### config.mk
export PLATFORM = sky130hd
export DESIGN_NAME = cia_accept
export DESIGN_NICKNAME = d
export VERILOG_FILES = /design/src/hdl/cia_pkg.sv /design/src/hdl/cia_accept.sv /design/src/hdl/cia_pin_sync.sv
export SDC_FILE = /design/constraint.sdc
export NUM_CORES = 1
export LEC_CHECK = 0
export BUFFER_PORTS_ARGS = -buffer_cell sky130_fd_sc_hd__buf_2
export CORE_MARGIN = 2
export CORE_UTILIZATION = 30
export DETAILED_ROUTE_END_ITERATION = 6
export HOLD_SLACK_MARGIN = 0.02
export PLACE_DENSITY = 0.47
export SYNTH_ARGS = -nofsm -noshare
export SYNTH_HDL_FRONTEND = slang
export SYNTH_HIERARCHICAL = 1
export SYNTH_SLANG_ARGS = --single-unit
### constraint.sdc
create_clock -name clock -period 2.55 [get_ports clock]
set_input_delay 0.51 -clock clock [delete_from_list [all_inputs] [get_ports clock]]
set_output_delay 0.51 -clock clock [all_outputs]
set_load 0.01 [all_outputs]
### src/hdl/cia_pkg.sv
// package: constants, modes, and carrier structs for the interrupt-acceptance block
package cia_pkg;
   localparam logic [15:0] NMI_VECTOR = 16'h0066;
   localparam logic [15:0] MODE1_VECTOR = 16'h0038;
   localparam logic [7:0] PAGE_RESET = 8'h00;
   localparam logic [7:0] REFRESH_RESET = 8'h00;
   localparam logic [15:0] PC_RESET = 16'h0000;
   localparam logic [15:0] SP_RESET = 16'h0000;
   localparam int DATA_W = 8;
   localparam int ADDR_W = 16;

   typedef enum logic [1:0] {
      CIA_MODE0 = 2'h0,
      CIA_MODE1 = 2'h1,
      CIA_MODE2 = 2'h2
   } cia_mode_t;

   // acceptance sequencer states, one-hot
   typedef enum logic [5:0] {
      CIA_IDLE = 6'h01,
      CIA_PUSHH = 6'h02,
      CIA_PUSHL = 6'h04,
      CIA_VECLO = 6'h08,
      CIA_VECHI = 6'h10,
      CIA_POP = 6'h20
   } cia_state_t;

   // instruction-side events from the sequencer, one-cycle pulses
   typedef struct packed {
      logic enableIrq;
      logic disableIrq;
      logic retNmi;
      logic retIrq;
      logic loadAccPage;
      logic loadAccRefresh;
      logic setMode;
      logic [1:0] newMode;
      logic writePage;
      logic writeRefresh;
      logic [7:0] writeData;
      logic lastClock;
   } cia_instr_t;

   // memory/bus request toward the bus unit
   typedef struct packed {
      logic busWrite;
      logic busRead;
      logic intAck;
      logic [15:0] addr;
      logic [7:0] wdata;
   } cia_bus_t;
endpackage

### src/hdl/cia_accept.sv
// interrupt acceptance unit: enable latches, pending nmi, vectoring sequencer
// How it works
// RL1 - reset clears enables, selects mode 0
// RL2 - reset drives control outputs inactive high
// RL3 - reset loads page and refresh with 00H
// RL4 - reset leaves other registers unchanged
// RL5 - non-maskable request ignores enable latches
// RL6 - reset, disable, maskable accept clear both
// RL7 - enable instruction sets both latches
// RL8 - enable defers acceptance one further instruction
// RL9 - nmi accept copies main into shadow
// RL10 - main stays clear until enable or return
// RL11 - page/refresh loads put shadow in parity
// RL12 - nmi return copies shadow to main
// RL13 - nmi falling edge sets pending flop
// RL14 - pending sampled at instruction last clock
// RL15 - maskable needs pin low, main set, no hold
// RL16 - nmi accept clears, pushes pc, jumps 66H
// RL17 - mode 0 executes peripheral-supplied instruction
// RL18 - mode 1 jumps to 0038H after push
// RL19 - mode 2 table pointer page:vector, low first
// RL20 - nmi wins when both acceptable
module cia_accept (
   input wire logic clock,
   input wire logic rst,
   input wire logic nmiReqN,
   input wire logic intReqN,
   input wire logic busHoldReqN,
   input wire cia_pkg::cia_instr_t instr,
   input wire logic [15:0] pcIn,
   input wire logic [15:0] spIn,
   input wire logic [7:0] busData,
   input wire logic busDone,
   output logic mainEnable,
   output logic shadowEnable,
   output logic [1:0] irqMode,
   output logic parityFlag,
   output logic parityLoad,
   output logic [7:0] pageReg,
   output logic [7:0] refreshReg,
   output cia_pkg::cia_bus_t bus_hold_request,
   output logic [15:0] pcLoad,
   output logic pcLoadValid,
   output logic [15:0] spOut,
   output logic spLoadValid,
   output logic busy,
   output logic opcodeInject,
   output logic [7:0] opcodeData,
   output logic haltClearN,
   output logic intAckN,
   output logic retiNotify
);
   typedef struct packed {
      logic mainEn;
      logic shadowEn;
      logic [1:0] mode;
      logic nmiPend;
      logic [1:0] eiDefer;
      logic parity;
      logic parityLd;
      logic [7:0] page;
      logic [7:0] refresh;
      cia_pkg::cia_state_t st;
      logic busy;
      logic isNmi;
      logic [15:0] target;
      logic [15:0] sp;
      logic [15:0] pc;
      logic [7:0] vecLo;
      cia_pkg::cia_bus_t bus;
      logic [15:0] pcLd;
      logic pcLdV;
      logic spLdV;
      logic inject;
      logic [7:0] injData;
      logic haltClrN;
      logic ackN;
      logic return_from_maskable;
   } cia_state_s_t;

   cia_state_s_t s_r;
   cia_state_s_t s_nxt;

   logic [2:0] pinSync;
   logic [2:0] pinFall;
   logic nmiTake;
   logic intTake;

   // request pins cross into the clock domain here
   cia_pin_sync #(
      .WIDTH(3)
   ) uSync (
      .clock(clock),
      .rst(rst),
      .pinIn({busHoldReqN, intReqN, nmiReqN}),
      .syncOut(pinSync),
      .fallPulse(pinFall)
   );

   // decisions only at an instruction boundary while the sequencer is idle
   always_comb begin
      // RL14 sample at last
      nmiTake = instr.lastClock && (s_r.st == cia_pkg::CIA_IDLE) &&
                (s_r.nmiPend || pinFall[0]);
      // RL15 maskable gate terms; RL8 deferral blocks one instruction
      // RL20 nmi takes priority
      intTake = instr.lastClock && (s_r.st == cia_pkg::CIA_IDLE) && !nmiTake &&
                !pinSync[1] && s_r.mainEn && pinSync[2] && s_r.eiDefer == 2'h0 &&
                !instr.enableIrq;
   end

   always_comb begin
      s_nxt = s_r;
      s_nxt.pcLdV = 1'b0;
      s_nxt.spLdV = 1'b0;
      s_nxt.inject = 1'b0;
      s_nxt.parityLd = 1'b0;
      s_nxt.haltClrN = 1'b1;
      s_nxt.ackN = 1'b1;
      s_nxt.return_from_maskable = 1'b0;
      s_nxt.bus.busWrite = 1'b0;
      s_nxt.bus.busRead = 1'b0;
      s_nxt.bus.intAck = 1'b0;
      // RL13 edge sets pending
      if (pinFall[0]) begin
         s_nxt.nmiPend = 1'b1;
      end
      // deferral counts instruction ends; the enable pulse may come on any clock,
      // and one on the last clock has already used up its own instruction end
      if (instr.lastClock && s_r.eiDefer != 2'h0) begin
         s_nxt.eiDefer = s_r.eiDefer - 2'h1;
      end
      if (instr.enableIrq) begin
         s_nxt.eiDefer = instr.lastClock ? 2'h1 : 2'h2;
      end
      // RL7 enable sets both
      if (instr.enableIrq) begin
         s_nxt.mainEn = 1'b1;
         s_nxt.shadowEn = 1'b1;
      end
      // RL6 disable clears both
      if (instr.disableIrq) begin
         s_nxt.mainEn = 1'b0;
         s_nxt.shadowEn = 1'b0;
      end
      // RL12 shadow restores main
      if (instr.retNmi) begin
         s_nxt.mainEn = s_r.shadowEn;
         s_nxt.st = cia_pkg::CIA_POP;
         s_nxt.bus.busRead = 1'b1;
         s_nxt.bus.addr = spIn;
         s_nxt.sp = spIn;
      end
      if (instr.retIrq) begin
         s_nxt.return_from_maskable = 1'b1;
         s_nxt.st = cia_pkg::CIA_POP;
         s_nxt.bus.busRead = 1'b1;
         s_nxt.bus.addr = spIn;
         s_nxt.sp = spIn;
      end
      // RL11 shadow into parity
      if (instr.loadAccPage || instr.loadAccRefresh) begin
         s_nxt.parity = s_r.shadowEn;
         s_nxt.parityLd = 1'b1;
      end
      if (instr.setMode) begin
         s_nxt.mode = instr.newMode;
      end
      if (instr.writePage) begin
         s_nxt.page = instr.writeData;
      end
      if (instr.writeRefresh) begin
         s_nxt.refresh = instr.writeData;
      end
      // RL5 no latch gating
      if (nmiTake) begin
         // RL16 clear pending, main
         s_nxt.nmiPend = 1'b0;
         // RL9 main copied to shadow
         s_nxt.shadowEn = s_r.mainEn;
         // RL10 main held clear
         s_nxt.mainEn = 1'b0;
         s_nxt.isNmi = 1'b1;
         s_nxt.target = cia_pkg::NMI_VECTOR;
         s_nxt.haltClrN = 1'b0;
         s_nxt.pc = pcIn;
         s_nxt.sp = spIn - 16'h0001;
         s_nxt.bus.busWrite = 1'b1;
         s_nxt.bus.addr = spIn - 16'h0001;
         s_nxt.bus.wdata = pcIn[15:8];
         s_nxt.st = cia_pkg::CIA_PUSHH;
      end else if (intTake) begin
         // RL6 maskable accept clears
         s_nxt.mainEn = 1'b0;
         s_nxt.shadowEn = 1'b0;
         s_nxt.isNmi = 1'b0;
         s_nxt.haltClrN = 1'b0;
         s_nxt.ackN = 1'b0;
         s_nxt.bus.intAck = 1'b1;
         s_nxt.pc = pcIn;
         s_nxt.sp = spIn;
         s_nxt.target = cia_pkg::MODE1_VECTOR;
         s_nxt.st = cia_pkg::CIA_VECLO;
      end
      case (s_r.st)
         cia_pkg::CIA_IDLE: begin
         end
         cia_pkg::CIA_VECLO: begin
            // vector byte from the acknowledging peripheral
            s_nxt.bus.intAck = 1'b1;
            s_nxt.ackN = 1'b0;
            if (busDone) begin
               s_nxt.bus.intAck = 1'b0;
               s_nxt.ackN = 1'b1;
               if (s_r.mode == cia_pkg::CIA_MODE0) begin
                  // RL17 peripheral opcode executed
                  s_nxt.inject = 1'b1;
                  s_nxt.injData = busData;
                  s_nxt.st = cia_pkg::CIA_IDLE;
               end else begin
                  // RL19 pointer lsb forced zero
                  s_nxt.vecLo = {busData[7:1], 1'b0};
                  s_nxt.sp = s_r.sp - 16'h0001;
                  s_nxt.bus.busWrite = 1'b1;
                  s_nxt.bus.addr = s_r.sp - 16'h0001;
                  s_nxt.bus.wdata = s_r.pc[15:8];
                  s_nxt.st = cia_pkg::CIA_PUSHH;
               end
            end
         end
         cia_pkg::CIA_PUSHH: begin
            s_nxt.bus.busWrite = 1'b1;
            if (busDone) begin
               s_nxt.sp = s_r.sp - 16'h0001;
               s_nxt.bus.addr = s_r.sp - 16'h0001;
               s_nxt.bus.wdata = s_r.pc[7:0];
               s_nxt.st = cia_pkg::CIA_PUSHL;
            end
         end
         cia_pkg::CIA_PUSHL: begin
            s_nxt.bus.busWrite = 1'b1;
            if (busDone) begin
               s_nxt.bus.busWrite = 1'b0;
               s_nxt.spLdV = 1'b1;
               if (!s_r.isNmi && s_r.mode == cia_pkg::CIA_MODE2) begin
                  // RL19 table read low byte first
                  s_nxt.bus.busRead = 1'b1;
                  s_nxt.bus.addr = {s_r.page, s_r.vecLo};
                  s_nxt.st = cia_pkg::CIA_VECHI;
               end else begin
                  // RL18 fixed mode 1 vector; RL16 nmi vector
                  s_nxt.pcLd = s_r.target;
                  s_nxt.pcLdV = 1'b1;
                  s_nxt.st = cia_pkg::CIA_IDLE;
               end
            end
         end
         cia_pkg::CIA_VECHI: begin
            s_nxt.bus.busRead = 1'b1;
            if (busDone) begin
               if (s_r.bus.addr[0] == 1'b0) begin
                  s_nxt.target[7:0] = busData;
                  s_nxt.bus.addr = s_r.bus.addr + 16'h0001;
               end else begin
                  s_nxt.bus.busRead = 1'b0;
                  s_nxt.pcLd = {busData, s_r.target[7:0]};
                  s_nxt.pcLdV = 1'b1;
                  s_nxt.st = cia_pkg::CIA_IDLE;
               end
            end
         end
         cia_pkg::CIA_POP: begin
            // RL12 pc from stack
            s_nxt.bus.busRead = 1'b1;
            if (busDone) begin
               if (s_r.bus.addr == s_r.sp) begin
                  s_nxt.target[7:0] = busData;
                  s_nxt.bus.addr = s_r.sp + 16'h0001;
               end else begin
                  s_nxt.bus.busRead = 1'b0;
                  s_nxt.pcLd = {busData, s_r.target[7:0]};
                  s_nxt.pcLdV = 1'b1;
                  s_nxt.sp = s_r.sp + 16'h0002;
                  s_nxt.spLdV = 1'b1;
                  s_nxt.st = cia_pkg::CIA_IDLE;
               end
            end
         end
         default: begin
            s_nxt.st = cia_pkg::CIA_IDLE;
         end
      endcase
      // busy kept as its own flop so the port needs no decode
      s_nxt.busy = (s_nxt.st != cia_pkg::CIA_IDLE);
   end

   // reset loads interrupt state, page, refresh, control outputs and the scratch pc/sp copies;
   // every field here is reset, while the core's own registers stay untouched
   always_ff @(posedge clock) begin
      if (rst) begin
         s_r <= s_nxt;
         // RL1 enables off, mode 0
         s_r.mainEn <= 1'b0;
         s_r.shadowEn <= 1'b0;
         s_r.mode <= cia_pkg::CIA_MODE0;
         s_r.nmiPend <= 1'b0;
         s_r.eiDefer <= 2'h0;
         s_r.parity <= 1'b0;
         s_r.parityLd <= 1'b0;
         // RL3 page/refresh zero
         s_r.page <= cia_pkg::PAGE_RESET;
         s_r.refresh <= cia_pkg::REFRESH_RESET;
         s_r.st <= cia_pkg::CIA_IDLE;
         s_r.busy <= 1'b0;
         s_r.isNmi <= 1'b0;
         s_r.target <= cia_pkg::PC_RESET;
         s_r.sp <= cia_pkg::SP_RESET;
         s_r.pc <= cia_pkg::PC_RESET;
         s_r.vecLo <= 8'h00;
         s_r.bus <= '0;
         s_r.pcLd <= cia_pkg::PC_RESET;
         s_r.pcLdV <= 1'b0;
         s_r.spLdV <= 1'b0;
         s_r.inject <= 1'b0;
         s_r.injData <= 8'h00;
         // RL2 controls inactive high
         s_r.haltClrN <= 1'b1;
         s_r.ackN <= 1'b1;
         s_r.return_from_maskable <= 1'b0;
      end else begin
         s_r <= s_nxt;
      end
   end

   // RL4 nothing else reset
   assign mainEnable = s_r.mainEn;
   assign shadowEnable = s_r.shadowEn;
   assign irqMode = s_r.mode;
   assign parityFlag = s_r.parity;
   assign parityLoad = s_r.parityLd;
   assign pageReg = s_r.page;
   assign refreshReg = s_r.refresh;
   assign bus_hold_request = s_r.bus;
   assign pcLoad = s_r.pcLd;
   assign pcLoadValid = s_r.pcLdV;
   assign spOut = s_r.sp;
   assign spLoadValid = s_r.spLdV;
   assign busy = s_r.busy;
   assign opcodeInject = s_r.inject;
   assign opcodeData = s_r.injData;
   assign haltClearN = s_r.haltClrN;
   assign intAckN = s_r.ackN;
   assign retiNotify = s_r.return_from_maskable;
endmodule

### src/hdl/cia_pin_sync.sv
// two-flop synchroniser with falling-edge detect for the request pins
module cia_pin_sync #(
   parameter int WIDTH = 3
) (
   input wire logic clock,
   input wire logic rst,
   input wire logic [WIDTH-1:0] pinIn,
   output logic [WIDTH-1:0] syncOut,
   output logic [WIDTH-1:0] fallPulse
);
   typedef struct packed {
      logic [WIDTH-1:0] meta;
      logic [WIDTH-1:0] sync;
      logic [WIDTH-1:0] prev;
   } cia_sync_t;

   cia_sync_t state_r;
   cia_sync_t state_nxt;

   // pins idle high; the first stage feeds only the second
   always_comb begin
      state_nxt = state_r;
      state_nxt.meta = pinIn;
      state_nxt.sync = state_r.meta;
      state_nxt.prev = state_r.sync;
   end

   always_ff @(posedge clock) begin
      if (rst) begin
         state_r <= '{meta: '1, sync: '1, prev: '1};
      end else begin
         state_r <= state_nxt;
      end
   end

   assign syncOut = state_r.sync;

   // per-bit falling edge on the synchronised level
   genvar gi;
   generate
      for (gi = 0; gi < WIDTH; gi++) begin : gEdge
         assign fallPulse[gi] = state_r.prev[gi] & ~state_r.sync[gi];
      end
   endgenerate
endmodule

After elaboration in Yosys (flattened, before gate mapping)
Index checks and enable logic that the tools add are counted.

Register bits after elaboration: 144. Input port bits: 66. Word-level logic and storage cells: 170.

Add/subtract/negate cells: 6. Eq/ne operators: 15. Muxes and demuxes: 82. Bitwise gates (word level): 5. Reductions and logical operators: 30.

Operator list (count): $mux W16 (14); $mux W49 (2); $mux W24 (4); $pmux W16 S5 (1); $mux W6 (11); $mux W18 (3); $mux W17 (3); $pmux W17 S3 (1); $pmux W16 S3 (1); $pmux W6 S6 (1); $add A16 B1 Y16 const B (2); $pmux W8 S2 (2); $sub A16 B1 Y16 const B (2); $mux W25 (1); $mux W8 (3); $mux W1 (22); $add A16 B2 Y16 const B (1); $eq A16 B16 Y1 (1); $mux W2 (8); $ne A2 B2 Y1 const B (6); $logic_and A1 B1 Y1 (10); $mux W9 (1); $reduce_and A7 Y1 (1); $eq A6 B1 Y1 const B (1); 22 further kinds (36).

Depth between registers and ports, before layout
Word-level depth: 17. Depth in mapped cells: 9. Depth with buffers taken out: 8.

By module
Netlist, hierarchy kept.

By module, submodules not included: cia_accept (instances 1, cells an instance 1058, area each 8448.1 sq um, seq. area each 2742.6 sq um); cia_pin_sync (instances 1, cells an instance 24, area each 277.8 sq um, seq. area each 180.2 sq um).

Least setup slack after synthesis
OpenSTA, ideal clock, no wires.

Kind: input -> register. Start: input port busDone. End: register s_r (netlist bit bus_hold_request[6]). Arrival time: 2.165 ns. Required time: 2.422 ns. Slack: 0.257 ns. Stages on the path: 9. Cells stage by stage: buf_2 clkinv_1 nor4_2 and2_1 clkbuf_1 buf_2 a21oi_1 a221oi_1 nor2_1.

Word-level cells in the longest chain between the ends: 2.

Ends and longest elaborated chain: from (decl) (RTL line cia_accept.sv:33) `input wire logic busDone,`; $mux W24 / $mux W25 (equally long branches) (RTL line cia_accept.sv:233, cia_accept.sv:212); $pmux W8 S2 (*) (RTL line cia_accept.sv:205) `case (s_r.st)`; to (signal assigned) (RTL line cia_accept.sv:301) `s_r <= s_nxt;`; to (decl) (RTL line cia_accept.sv:81) `cia_state_s_t s_r;`.

Every way passes the cells marked *; elsewhere a longest branch is shown, timed or not. A chain may end at the register's enable or synchronous reset.

Worst setup path in the final report
Start: register s_r[115] in the netlist's numbering. End: register s_r (netlist bit bus_hold_request[16]).

Word-level cells in the longest chain between the ends: 7.

Ends and longest elaborated chain: $eq A6 B1 Y1 (RTL line cia_accept.sv:103) `nmiTake = instr.lastClock && (s_r.st == cia_pkg::CIA_IDLE) &&`; $logic_and A1 B1 Y1 (2 in series) (RTL line cia_accept.sv:103); $mux W24 (RTL line cia_accept.sv:176) `if (nmiTake) begin`; $mux W16, or another cell as far along (RTL line cia_accept.sv:276) `if (s_r.bus.addr == s_r.sp) begin`; $mux W16, or another cell as far along (RTL line cia_accept.sv:275) `if (busDone) begin`; $pmux W16 S5 (*) (RTL line cia_accept.sv:205).

Marks and branches as above.

==> flow_metrics.py <==
metrics = {
    "status": {
        "status": "complete, no violations",
    },
    "pwr": {
        "peakVddDrop_mv": 0.4177,
        "leakage_nw": 4.513,
        "power_density_nw_per_um2": 643.0,
    },
    "floorplanning": {
        "chipWidth_um": 173.8,
        "core_um2": 28550,
        "rows": 62,
        "die_h_um": 173.8,
        "initial_core_util": 0.3031,
        "io_pins": 162,
        "die-area_um2": 30220,
    },
    "route": {
        "drt-wirelength-per-cell_um": 20.35,
        "route.met2.wl_mm": 15.42,
        "routed_wl_mm": 33.05,
        "dr_wl_met3_mm": 2.095,
        "drt-initial-drc-count": 754,
        "vias": 8691,
        "postRouteAntennaNets": 0,
        "dr.pass1.iters": 5,
        "routed.top_layer": "met4",
        "drt-met1-wl_mm": 14.28,
        "drc": 0,
        "avgViaCountPerCell": 5.352,
    },
    "critical_path": {
        "worstSetupPathType": "register to register",
        "cpPeakStageDelay_ns": 0.59,
        "rrSetupSlack_ns": 0.1,
        "ff2ff_path_depth": 7,
        "cp_cell_sequence": "or4_4 -> or3b_1 -> a21boi_4 -> a2111o_2 -> o21ai_2 -> buf_12 -> o32ai_1",
        "cp.required_ns": 2.88,
        "crit_slowest_cell": "or4_4",
        "worstSetupEndpointType": "register",
        "worstPathMaxFanout": 11,
        "cp.arrival_ns": 2.79,
        "r2r-end": "bus_hold_request[16]",
        "startpoint_type": "register",
        "reg2reg_from": "s_r[115]",
    },
    "sta": {
        "slew_headroom": 0.5862,
        "rsz0062_at_grt": "yes",
        "timing.final.crit_share": 0.9622,
        "hold_ws_ns": 0.2615,
        "timing.fmax_mhz": 407.6,
        "min_period_ns": 2.454,
        "hold_viol_final": 0,
        "worst_pin_slew_ns": 0.6174,
        "fin_worst_skew_ns": 0.01056,
        "setup_ws_ns": 0.09642,
        "setup_viol_count_final": 0,
        "slew_violations": 0,
    },
    "clock_tree": {
        "cts_setup_buffers": 0,
        "cts_tree": "yes",
        "clkSinkCount": 144,
        "insertion_delay_ns": 0.43,
        "cts_made_buffers": 17,
        "clkTransAtPathRegs_ns": 0.06,
        "htreeDepth": 4,
        "clockBufferDepth": 2,
        "cts_root_buffer": "clkbuf_16",
    },
    "global_routing": {
        "grt_pass1_vias": 8369,
        "grt_usage": 0.2164,
        "grt_pass1_wl_mm": 50.51,
        "grt_overflow": 0,
        "grt_max_degree": 60,
        "antenna_found_initial": 0,
    },
    "layout": {
        "layout.cells.non_filler": 1624,
        "final_core_util": 0.3748,
        "final_common_cell": "buf_2",
        "layout_common_cells": "buf_2, dfxtp_1, buf_4, nor2_1, nand2_1",
        "num_antenna_cells": 0,
        "drive_above_1_share": 0.2895,
        "final_nets": 1303,
        "areaGrowthSynthToFinish_pct": 23.66,
    },
    "synthesis": {
        "synthesis.area_um2": 8653,
        "synth_cells": 1075,
        "syn_nets": 1148,
        "synth_warnings": 6,
        "avgSynthCellArea_um2": 8.050,
    },
    "min_path": {
        "hold_start": "busHoldReqN",
        "whs_path_depth": 2,
        "hp-class": "input port to register",
        "worstHoldEndpoint": "uSync/state_nxt[5]",
    },
    "placed_design": {
        "place_hpwl_mm": 24.98,
        "io_buffers": 161,
        "place_ws_ns": 0.06380,
        "placedCellCount": 1595,
        "place_congestion": 0.8961,
    },
    "run": {
        "drv_cap": 0,
    },
}
per-stage QoR:
stage,area [µm²],setup TNS (ns),total power [mW]
after floorplan,8653,0,3.579
after detailed placement,10070,0,4.233
final,10700,0,6.881
after global routing,10700,-0.001180,7.186
after CTS,10680,0,6.916
after global placement,10070,0,4.231
metal layers:
metal  up-vias  global-route usage
li1       4130                   -
met5         -                   0
met4         0             0.08613
met1      4120              0.2842
met2       368              0.3508
met3        73             0.03969
flip-flops by register name (all words and copies together), names as in the netlist:
signal / flops
opcodeData: 8
haltClearN: 1
parityLoad: 1
bus_hold_request: 27
refreshReg: 8
uSync/state_r: 1
uSync/state_nxt: 3
s_r: 41
uSync/syncOut: 3
pcLoadValid: 1
retiNotify: 1
busy: 1
mainEnable: 1
spLoadValid: 1
pcLoad: 16
parityFlag: 1
opcodeInject: 1
irqMode: 2
spOut: 16
pageReg: 8
intAckN: 1
shadowEnable: 1
repair_timing:
item                       in CTS  in global routing
hold buffers                    0                  0
setup endpoints to repair       0                 40
resized for setup               0                  7
worst max path at each step:
stage	end	cells after the start	from
detailed placement	opcodeData[2]	9	instr[0]
global placement	spOut[11]	7	spIn[0]
floorplan	bus_hold_request[6]	9	busDone
finish	bus_hold_request[16]	7	s_r[115]
CTS	pcLoad[5]	8	spOut[2]
global route	spOut[2]	7	s_r[117]
power by group:
group | switching [mW] | total, mW | internal, mW
sequential | 0.121 | 2.51 | 2.39
combinational | 1.00 | 1.70 | 0.698
clock | 1.02 | 2.67 | 1.65
area by class of cell:
class                   instances  area [µm²]
flip-flops and latches        144        2883
repair buffers                294        1907
well taps                     384       480.5
inverters                      16       60.06
clock buffers                  19       442.9
fillers                      3027       17850
clock inverters                10       163.9
multi-input cells             757        4763
critical path: cells and delay by family (launching register included):
family          cells  cell delay [ns]
compound gates      4             0.72
buf+inv             1             0.17
flops               1             0.37
simple gates        2             1.09
Power figures use the tool's default switching activity.
